### config.mk
export PLATFORM = sky130hd
export DESIGN_NAME = cell_protection_state_controller
export DESIGN_NICKNAME = d
export VERILOG_FILES = /design/src/common/cell_prot_pkg.sv /design/src/logic/cell_protection_state_controller.sv
export SDC_FILE = /design/constraint.sdc
export NUM_CORES = 1
export LEC_CHECK = 0
export ABC_AREA = 1
export BUFFER_PORTS_ARGS = -buffer_cell sky130_fd_sc_hd__buf_2
export CORE_UTILIZATION = 45
export CTS_CLUSTER_DIAMETER = 100
export DETAILED_ROUTE_END_ITERATION = 7
export GPL_TIMING_DRIVEN = 0
export SLEW_MARGIN = 20
export SYNTH_ARGS = -nofsm -noshare
export SYNTH_HDL_FRONTEND = slang
export SYNTH_SLANG_ARGS = --single-unit
export TNS_END_PERCENT = 5
### constraint.sdc
create_clock -name clk_sys_i -period 2.52 [get_ports clk_sys_i]
set_clock_uncertainty 0.15 [all_clocks]
set_input_delay 0.252 -clock clk_sys_i [delete_from_list [all_inputs] [get_ports clk_sys_i]]
set_output_delay 0.252 -clock clk_sys_i [all_outputs]
set_load 0.1 [all_outputs]
### src/common/cell_prot_pkg.sv
// Purpose: constants and types shared by the cell protection state controller
// Assumes: 250 MHz system clock; internal protection tick of about 4 kHz
// Notes:   delay times are in ms, tick counts are derived from them
// Function
// - both gates on only inside every window
// - normal state: monitor resistor on, load resistors off
// - overcharge held for its delay turns charge off
// - split release: leave overcharge below release, load low
// - load high: leave overcharge below detection level
// - above overcharge level: no discharge overcurrent detection
// - equal levels: leave only with load high, below
// - overdischarge held for its delay turns discharge off
// - overdischarge: load pull-up on, pull-down off
// - leave overdischarge at detect level if load negative
// - power-down option: sleep with load high, wake low
// - power-down option: load high keeps overdischarge state
// - charger with load mid: leave at release level
// - no power-down option: never sleep, release normally
// - overheat held for its delay turns both off
// - inhibit option: charge gate to load below level
// - after attach no discharge until charger appears
// - delays count ticks of a 4 kHz oscillator
// - discharge overcurrent held turns discharge off, load releases
// - charge overcurrent held turns charge off, load releases
// - overheat released by cool level, off in overdischarge
package cell_prot_pkg;

   localparam int unsigned CLK_FREQ_HZ  = 250_000_000;
   localparam int unsigned OSC_FREQ_HZ  = 4_000;
   localparam int unsigned TICK_CYCLES  = CLK_FREQ_HZ / OSC_FREQ_HZ;

   localparam int unsigned OVERCHARGE_DELAY_MS    = 1000;
   localparam int unsigned OVERDISCHARGE_DELAY_MS = 128;
   localparam int unsigned DISCH_OC_DELAY_MS      = 8;
   localparam int unsigned CHARGE_OC_DELAY_MS     = 8;
   localparam int unsigned OVERHEAT_DELAY_MS      = 1000;

   localparam int unsigned CNT_W   = 16;
   localparam int unsigned NUM_DLY = 5;

   localparam int unsigned IDX_OVC = 0;
   localparam int unsigned IDX_OVD = 1;
   localparam int unsigned IDX_DOC = 2;
   localparam int unsigned IDX_COC = 3;
   localparam int unsigned IDX_OHT = 4;

   localparam logic [CNT_W-1:0] DELAY_TICKS [NUM_DLY] = '{
      CNT_W'((OVERCHARGE_DELAY_MS * OSC_FREQ_HZ) / 1000),
      CNT_W'((OVERDISCHARGE_DELAY_MS * OSC_FREQ_HZ) / 1000),
      CNT_W'((DISCH_OC_DELAY_MS * OSC_FREQ_HZ) / 1000),
      CNT_W'((CHARGE_OC_DELAY_MS * OSC_FREQ_HZ) / 1000),
      CNT_W'((OVERHEAT_DELAY_MS * OSC_FREQ_HZ) / 1000)
   };

   localparam int unsigned NUM_CMP = 14;

   typedef enum logic [7:0] {
      ST_ATTACH    = 8'h01,
      ST_NORMAL    = 8'h02,
      ST_OVERCHG   = 8'h04,
      ST_OVERDIS   = 8'h08,
      ST_POWERDOWN = 8'h10,
      ST_DISCH_OC  = 8'h20,
      ST_CHARGE_OC = 8'h40,
      ST_OVERHEAT  = 8'h80
   } prot_state_t;

   localparam logic [7:0] STATE_RESET = 8'h01;

endpackage : cell_prot_pkg

### src/logic/cell_protection_state_controller.sv
// Purpose: protection state machine, delay counters and gate/resistor controls
// Assumes: comparator inputs are level signals synchronous to clk_sys_i
// Notes:   option straps are caught on the first edge after reset release
`timescale 1ns/1ps
module cell_protection_state_controller #(
   parameter int unsigned TICK_CYCLES = cell_prot_pkg::TICK_CYCLES
)
(
   input  wire logic       clk_sys_i,
   input  wire logic       rst_b_i,
   // option straps
   input  wire logic       opt_split_release_i,
   input  wire logic       opt_power_down_i,
   input  wire logic       opt_zero_inhibit_i,
   // cell voltage comparators
   input  wire logic       cell_above_ovc_i,
   input  wire logic       cell_below_ovc_rel_i,
   input  wire logic       cell_below_ovd_i,
   input  wire logic       cell_at_ovd_rel_i,
   input  wire logic       cell_below_inhibit_i,
   // current sense comparators
   input  wire logic       sense_ge_disch_oc_i,
   input  wire logic       sense_le_charge_oc_i,
   // load sense pin comparators
   input  wire logic       load_ge_0p35_i,
   input  wire logic       load_below_0_i,
   input  wire logic       load_ge_0p7_i,
   input  wire logic       load_le_oc_rel_i,
   // thermistor comparators
   input  wire logic       temp_ge_detect_i,
   input  wire logic       temp_below_release_i,
   // outputs
   output logic            charge_gate_on_o,
   output logic            charge_gate_to_load_o,
   output logic            discharge_gate_on_o,
   output logic            monitor_gnd_res_on_o,
   output logic            load_pullup_on_o,
   output logic            load_pulldown_on_o,
   output logic            power_down_o,
   output logic [7:0]      state_o
);

   localparam int unsigned TW = $clog2(TICK_CYCLES + 1);
   localparam logic [TW-1:0] TICK_LAST = TW'(TICK_CYCLES - 1);

   // oscillator tick divider

   logic [TW-1:0] div_reg;
   logic          tick_reg;

   always_ff @(posedge clk_sys_i or negedge rst_b_i)
   begin
      if (!rst_b_i)
      begin
         div_reg  <= '0;
         tick_reg <= 1'b0;
      end
      else if (div_reg == TICK_LAST)
      begin
         div_reg  <= '0;
         tick_reg <= 1'b1;
      end
      else
      begin
         div_reg  <= div_reg + TW'(1);
         tick_reg <= 1'b0;
      end
   end

   // option straps, caught once after reset release

   logic strap_done_reg;
   logic split_rel_reg;
   logic pd_opt_reg;
   logic inhibit_opt_reg;

   always_ff @(posedge clk_sys_i or negedge rst_b_i)
   begin
      if (!rst_b_i)
      begin
         strap_done_reg  <= 1'b0;
         split_rel_reg   <= 1'b0;
         pd_opt_reg      <= 1'b0;
         inhibit_opt_reg <= 1'b0;
      end
      else if (!strap_done_reg)
      begin
         strap_done_reg  <= 1'b1;
         split_rel_reg   <= opt_split_release_i;
         pd_opt_reg      <= opt_power_down_i;
         inhibit_opt_reg <= opt_zero_inhibit_i;
      end
   end

   // comparator sampling on the tick; state logic only ever sees these
   // registered copies, so a comparator edge between ticks cannot split a decision

   logic [cell_prot_pkg::NUM_CMP-1:0] cmp_reg;
   logic [cell_prot_pkg::NUM_CMP-1:0] cmp_next;

   assign cmp_next = {cell_above_ovc_i, cell_below_ovc_rel_i, cell_below_ovd_i,
                      cell_at_ovd_rel_i, cell_below_inhibit_i, sense_ge_disch_oc_i,
                      sense_le_charge_oc_i, load_ge_0p35_i, load_below_0_i,
                      load_ge_0p7_i, load_le_oc_rel_i, temp_ge_detect_i,
                      temp_below_release_i, 1'b0};

   always_ff @(posedge clk_sys_i or negedge rst_b_i)
   begin
      if (!rst_b_i)
      begin
         cmp_reg <= '0;
      end
      else if (tick_reg)
      begin
         cmp_reg <= cmp_next;
      end
   end

   logic s_above_ovc;
   logic s_below_ovc_rel;
   logic s_below_ovd;
   logic s_at_ovd_rel;
   logic s_below_inh;
   logic s_disch_oc;
   logic s_charge_oc;
   logic s_load_0p35;
   logic s_load_neg;
   logic s_load_0p7;
   logic s_load_rel;
   logic s_temp_hot;
   logic s_temp_cool;

   assign s_above_ovc     = cmp_reg[13];
   assign s_below_ovc_rel = cmp_reg[12];
   assign s_below_ovd     = cmp_reg[11];
   assign s_at_ovd_rel    = cmp_reg[10];
   assign s_below_inh     = cmp_reg[9];
   assign s_disch_oc      = cmp_reg[8];
   assign s_charge_oc     = cmp_reg[7];
   assign s_load_0p35     = cmp_reg[6];
   assign s_load_neg      = cmp_reg[5];
   assign s_load_0p7      = cmp_reg[4];
   assign s_load_rel      = cmp_reg[3];
   assign s_temp_hot      = cmp_reg[2];
   assign s_temp_cool     = cmp_reg[1];

   cell_prot_pkg::prot_state_t state_reg;
   cell_prot_pkg::prot_state_t state_next;

   // detection conditions, each armed only in the states where it may act

   logic [cell_prot_pkg::NUM_DLY-1:0] dly_cond;
   logic [cell_prot_pkg::NUM_DLY-1:0] dly_done;
   logic                              in_normal;
   logic                              can_overheat;

   assign in_normal    = (state_reg == cell_prot_pkg::ST_NORMAL);
   assign can_overheat = (state_reg == cell_prot_pkg::ST_NORMAL)
                       || (state_reg == cell_prot_pkg::ST_OVERCHG)
                       || (state_reg == cell_prot_pkg::ST_CHARGE_OC);

   always_comb
   begin
      dly_cond = '0;
      dly_cond[cell_prot_pkg::IDX_OVC] = in_normal && s_above_ovc;
      dly_cond[cell_prot_pkg::IDX_OVD] = in_normal && s_below_ovd;
      // an overfull cell masks discharge overcurrent sensing
      dly_cond[cell_prot_pkg::IDX_DOC] = in_normal && s_disch_oc && !s_above_ovc;
      dly_cond[cell_prot_pkg::IDX_COC] = in_normal && s_charge_oc;
      dly_cond[cell_prot_pkg::IDX_OHT] = can_overheat && s_temp_hot;
   end

   // one saturating tick counter per detection

   logic [cell_prot_pkg::CNT_W-1:0] dly_cnt_reg [cell_prot_pkg::NUM_DLY];

   genvar gi;
   generate
      for (gi = 0; gi < cell_prot_pkg::NUM_DLY; gi++)
      begin : g_delay
         always_ff @(posedge clk_sys_i or negedge rst_b_i)
         begin
            if (!rst_b_i)
            begin
               dly_cnt_reg[gi] <= '0;
            end
            else if (!dly_cond[gi])
            begin
               dly_cnt_reg[gi] <= '0;
            end
            else if (tick_reg && (dly_cnt_reg[gi] != cell_prot_pkg::DELAY_TICKS[gi]))
            begin
               dly_cnt_reg[gi] <= dly_cnt_reg[gi] + cell_prot_pkg::CNT_W'(1);
            end
         end
         assign dly_done[gi] = dly_cond[gi]
                            && (dly_cnt_reg[gi] == cell_prot_pkg::DELAY_TICKS[gi]);
      end
   endgenerate

   // state transitions

   always_comb
   begin
      state_next = state_reg;
      case (state_reg)
         cell_prot_pkg::ST_ATTACH:
         begin
            // a freshly attached cell waits for a charger before discharge
            if (s_load_neg)
            begin
               state_next = cell_prot_pkg::ST_NORMAL;
            end
         end
         cell_prot_pkg::ST_NORMAL:
         begin
            // overheat and cell faults take priority over current faults
            if (dly_done[cell_prot_pkg::IDX_OHT])
            begin
               state_next = cell_prot_pkg::ST_OVERHEAT;
            end
            else if (dly_done[cell_prot_pkg::IDX_OVD])
            begin
               state_next = cell_prot_pkg::ST_OVERDIS;
            end
            else if (dly_done[cell_prot_pkg::IDX_OVC])
            begin
               state_next = cell_prot_pkg::ST_OVERCHG;
            end
            else if (dly_done[cell_prot_pkg::IDX_DOC])
            begin
               state_next = cell_prot_pkg::ST_DISCH_OC;
            end
            else if (dly_done[cell_prot_pkg::IDX_COC])
            begin
               state_next = cell_prot_pkg::ST_CHARGE_OC;
            end
         end
         cell_prot_pkg::ST_OVERCHG:
         begin
            if (dly_done[cell_prot_pkg::IDX_OHT])
            begin
               state_next = cell_prot_pkg::ST_OVERHEAT;
            end
            else if (s_load_0p35 && !s_above_ovc)
            begin
               state_next = cell_prot_pkg::ST_NORMAL;
            end
            else if (split_rel_reg && !s_load_0p35 && s_below_ovc_rel)
            begin
               state_next = cell_prot_pkg::ST_NORMAL;
            end
         end
         cell_prot_pkg::ST_OVERDIS:
         begin
            if (s_load_neg && !s_below_ovd)
            begin
               state_next = cell_prot_pkg::ST_NORMAL;
            end
            else if (pd_opt_reg && s_load_0p7)
            begin
               // sleeping also holds off release at the release level
               state_next = cell_prot_pkg::ST_POWERDOWN;
            end
            else if (s_at_ovd_rel)
            begin
               state_next = cell_prot_pkg::ST_NORMAL;
            end
         end
         cell_prot_pkg::ST_POWERDOWN:
         begin
            if (!s_load_0p7)
            begin
               state_next = cell_prot_pkg::ST_OVERDIS;
            end
         end
         cell_prot_pkg::ST_DISCH_OC:
         begin
            if (s_load_rel)
            begin
               state_next = cell_prot_pkg::ST_NORMAL;
            end
         end
         cell_prot_pkg::ST_CHARGE_OC:
         begin
            if (dly_done[cell_prot_pkg::IDX_OHT])
            begin
               state_next = cell_prot_pkg::ST_OVERHEAT;
            end
            else if (s_load_0p35)
            begin
               state_next = cell_prot_pkg::ST_NORMAL;
            end
         end
         cell_prot_pkg::ST_OVERHEAT:
         begin
            if (s_temp_cool)
            begin
               state_next = cell_prot_pkg::ST_NORMAL;
            end
         end
         default:
         begin
            state_next = cell_prot_pkg::ST_ATTACH;
         end
      endcase
   end

   // the state only moves on a tick, so transitions stay on the slow time base
   always_ff @(posedge clk_sys_i or negedge rst_b_i)
   begin
      if (!rst_b_i)
      begin
         state_reg <= cell_prot_pkg::prot_state_t'(cell_prot_pkg::STATE_RESET);
      end
      else if (tick_reg && strap_done_reg)
      begin
         state_reg <= state_next;
      end
   end

   // gate controls, registered from the state and the inhibit comparator

   logic inhibit_now;

   assign inhibit_now = inhibit_opt_reg && s_below_inh;

   always_ff @(posedge clk_sys_i or negedge rst_b_i)
   begin
      if (!rst_b_i)
      begin
         charge_gate_on_o      <= 1'b0;
         charge_gate_to_load_o <= 1'b0;
         discharge_gate_on_o   <= 1'b0;
      end
      else
      begin
         // both gates on together only in the normal state
         discharge_gate_on_o <= (state_reg == cell_prot_pkg::ST_NORMAL)
                             || (state_reg == cell_prot_pkg::ST_OVERCHG)
                             || (state_reg == cell_prot_pkg::ST_CHARGE_OC);
         charge_gate_on_o    <= !inhibit_now
                             && (state_reg != cell_prot_pkg::ST_OVERCHG)
                             && (state_reg != cell_prot_pkg::ST_CHARGE_OC)
                             && (state_reg != cell_prot_pkg::ST_OVERHEAT)
                             && (state_reg != cell_prot_pkg::ST_POWERDOWN);
         charge_gate_to_load_o <= inhibit_now;
      end
   end

   // internal resistor switches and sleep indication

   always_ff @(posedge clk_sys_i or negedge rst_b_i)
   begin
      if (!rst_b_i)
      begin
         monitor_gnd_res_on_o <= 1'b0;
         load_pullup_on_o     <= 1'b0;
         load_pulldown_on_o   <= 1'b0;
         power_down_o         <= 1'b0;
      end
      else
      begin
         monitor_gnd_res_on_o <= (state_reg == cell_prot_pkg::ST_NORMAL)
                              || ((state_reg == cell_prot_pkg::ST_OVERDIS)
                                  && s_load_neg);
         load_pullup_on_o     <= (state_reg == cell_prot_pkg::ST_OVERDIS)
                              || (state_reg == cell_prot_pkg::ST_POWERDOWN);
         load_pulldown_on_o   <= (state_reg == cell_prot_pkg::ST_DISCH_OC);
         power_down_o         <= (state_reg == cell_prot_pkg::ST_POWERDOWN);
      end
   end

   always_ff @(posedge clk_sys_i or negedge rst_b_i)
   begin
      if (!rst_b_i)
      begin
         state_o <= 8'h00;
      end
      else
      begin
         state_o <= state_reg;
      end
   end

endmodule : cell_protection_state_controller

==> flow_summary.toml <==
[place]
numPortBuffers = 32
routabilityCongestion = 0.869
detailed_place_hpwl_um = 12700
dp.cells = 1263

[critical_path]
crit_type = "register to register"
crit_fanout = 9
critPathArrivalTime_ps = 2340
end_kind = "register"
cp.required_ps = 2720
startpoint_type = "register"

[yosys]
synthFlopType = "dfrtp_1"
async_flop_share_pct = 100
synth_area_leaders = "dfrtp_1 (45%), nand2_1 (11%), nor2_1 (7.2%)"
synth-seq-area-share_pct = 45.1
syn_area_per_cell_um2 = 7.53
syn_area_mm2 = 0.00761
yosys.area.top_type = "dfrtp_1"
synth_fp_nets = 1039
ys_ff_latch = 137
ys_warn_count = 0
synth_edf_count = 0
ys_types = 43
synth_top_area_share_pct = 44.7
synth_common_cells = "nand2_1 (214), nor2_1 (145), inv_1 (139)"
synthCells = 1010
yosysMostFrequentCell = "nand2_1"

[cts]
clk_path_buf_depth = 2
root_buffer = "clkbuf_16"
post_cts_buffers = 0
ctsResizeCount = 0
clk_latency_ps = 420
cts_tree = "yes"
cts_buffers = 17
ctsHtreeMaxLevel = 4
clock_sinks = 137
clk_pin_slew_ps = 50

[route]
vias = 6593
drt_iter0_drc = 362
viasPerCell = 5.03
finalWirelength_um = 17300
firstDrtPassIters = 5
wl_per_cell_um = 13.2
drc = 0
ant_nets = 0

[global_routing]
grt_usage_pct = 21.3
grt_pass1_wl_um = 29600
grt_max_degree = 82
first_global_vias = 6242
grt-ovfl-total = 0
antenna_found_initial = 0

[timing]
finalHoldViolations = 0
clock.fmax_mhz = 469
hold_slack_ps = 192
rsz0062_at_grt = "false"
setup-violations-final = 0
fin_crit_ps = 2130
slew_viol_final = 0
tns_ps = 0
final.period_utilization_pct = 84.7

[pwr]
p_leak_nw = 4.14
powerDensity_mw_per_mm2 = 537
vdd_drop_max_v = 0.000483

[die]
die_height_um = 132
pin_count = 33
coreArea_mm2 = 0.0165
fp.dieW_um = 132
dieArea_mm2 = 0.0174
start_util_pct = 46.0
rows = 47

[min_path]
hold_class = "input pin to asynchronous set/reset pin"

[layout]
fin_nets = 1108
largest_reg_flops = 80
diodes = 0
syn_to_final_growth_pct = 15.8
instances_no_fill = 1310
drive_above_1_share_pct = 11.0

[status]
status = "finished clean"

[flow_run]
drv_cap = 0
[where the power goes]
part	internal (mW)	switching (mW)
Sequential	2.21	0.00541
Clock	1.49	0.899
Combinational	0.0409	0.0843
[critical path: stages (launching register included)]
cell and delay (ps):
dfstp_2 580, inv_2 50, nand2_2 110, inv_1 80, nand2_1 60, nor2_1 100, a21oi_2 260, nand2_1 90
nor2_1 160, nand2_2 170, nand2_4 130, nand2_1 60, nand2_1 60
[kinds of logic (layout without fill, tap and decap cells)]
kind of cell / Yosys count / after routing / synth area share (%)
flip-flops: 137 / 137 / 45.1
adder cells (fa/ha/maj): 11 / 11 / 1.81
AO/OA/AOI/OAI: 128 / 128 / 9.03
multiplexers: 3 / 3 / 0.444
other: 1 / 1 / 0.0493
AND/OR/NAND/NOR: 556 / 556 / 33.7
buffers and inverters: 158 / 238 / 8.07
XOR/XNOR: 16 / 16 / 1.84
[worst paths after layout]
check / from / endpoint / slack [ps] / depth (start not counted)
worst min-delay path: rst_b_i / dly_cnt_reg[66] / 190 / 2
min in group clk_sys_i: state_reg[0] / state_o[0] / 300 / 0
max in group asynchronous: rst_b_i / dly_cnt_reg[29] / 1290 / 3
worst max-delay path: state_reg[0] / state_reg[2] / 390 / 12
worst max register to register: state_reg[0] / state_reg[2] / 390 / 12
worst min register to register: state_reg[0] / state_o[0] / 300 / 0
[routing by layer]
| metal | track usage [%] | up-vias | routed length [µm] |
|---|---|---|---|
| li1 | - | 3420 | - |
| met1 | 29.5 | 3022 | 8590 |
| met2 | 33.9 | 128 | 7950 |
| met3 | 3.73 | 23 | 534 |
| met4 | 7.17 | 0 | 240 |
| met5 | 0 | - | 0 |
[placed cells by master, fill, tap and decap left out, types with 11 or more instances in the layout]
cell	instances
buf_2	40
nand2_1	214
clkbuf_16	17
nor2_1	145
xor2_1	14
dlygate4sd3_1	17
inv_1	139
nand4_1	39
dfrtp_1	136
o21ai_0	60
ha_1	11
nor3_1	36
a21oi_1	43
nand3_1	76
[through the flow]
| step | total power, mW | worst slack [ps] | util, % | instance area [µm²] |
|---|---|---|---|---|
| floorplan | 2.29 | 709 | - | 7610 |
| global placement | 2.36 | -925 | 48.7 | 8040 |
| detailed placement | 2.36 | 434 | 48.9 | 8080 |
| CTS | 4.80 | 404 | 53.3 | 8810 |
| global route | 4.89 | 214 | 53.3 | 8810 |
| finish | 4.73 | 386 | 53.3 | 8810 |
[what timing repair did]
action,CTS,global route
endpoints found under the setup margin,0,0
hold buffers,17,0
endpoints found under the hold margin,72,0
[layout make-up]
class / instances / area [µm²]
fill: 1599 / 7710
multi-input combinational: 715 / 3560
sequential: 137 / 3430
inverter: 146 / 551
clock buffer: 22 / 464
timing repair buffer: 50 / 368
tap: 220 / 275
clock inverter: 8 / 97.6
buffer: 12 / 63.8
No activity file was read; power rests on OpenSTA's default activity.
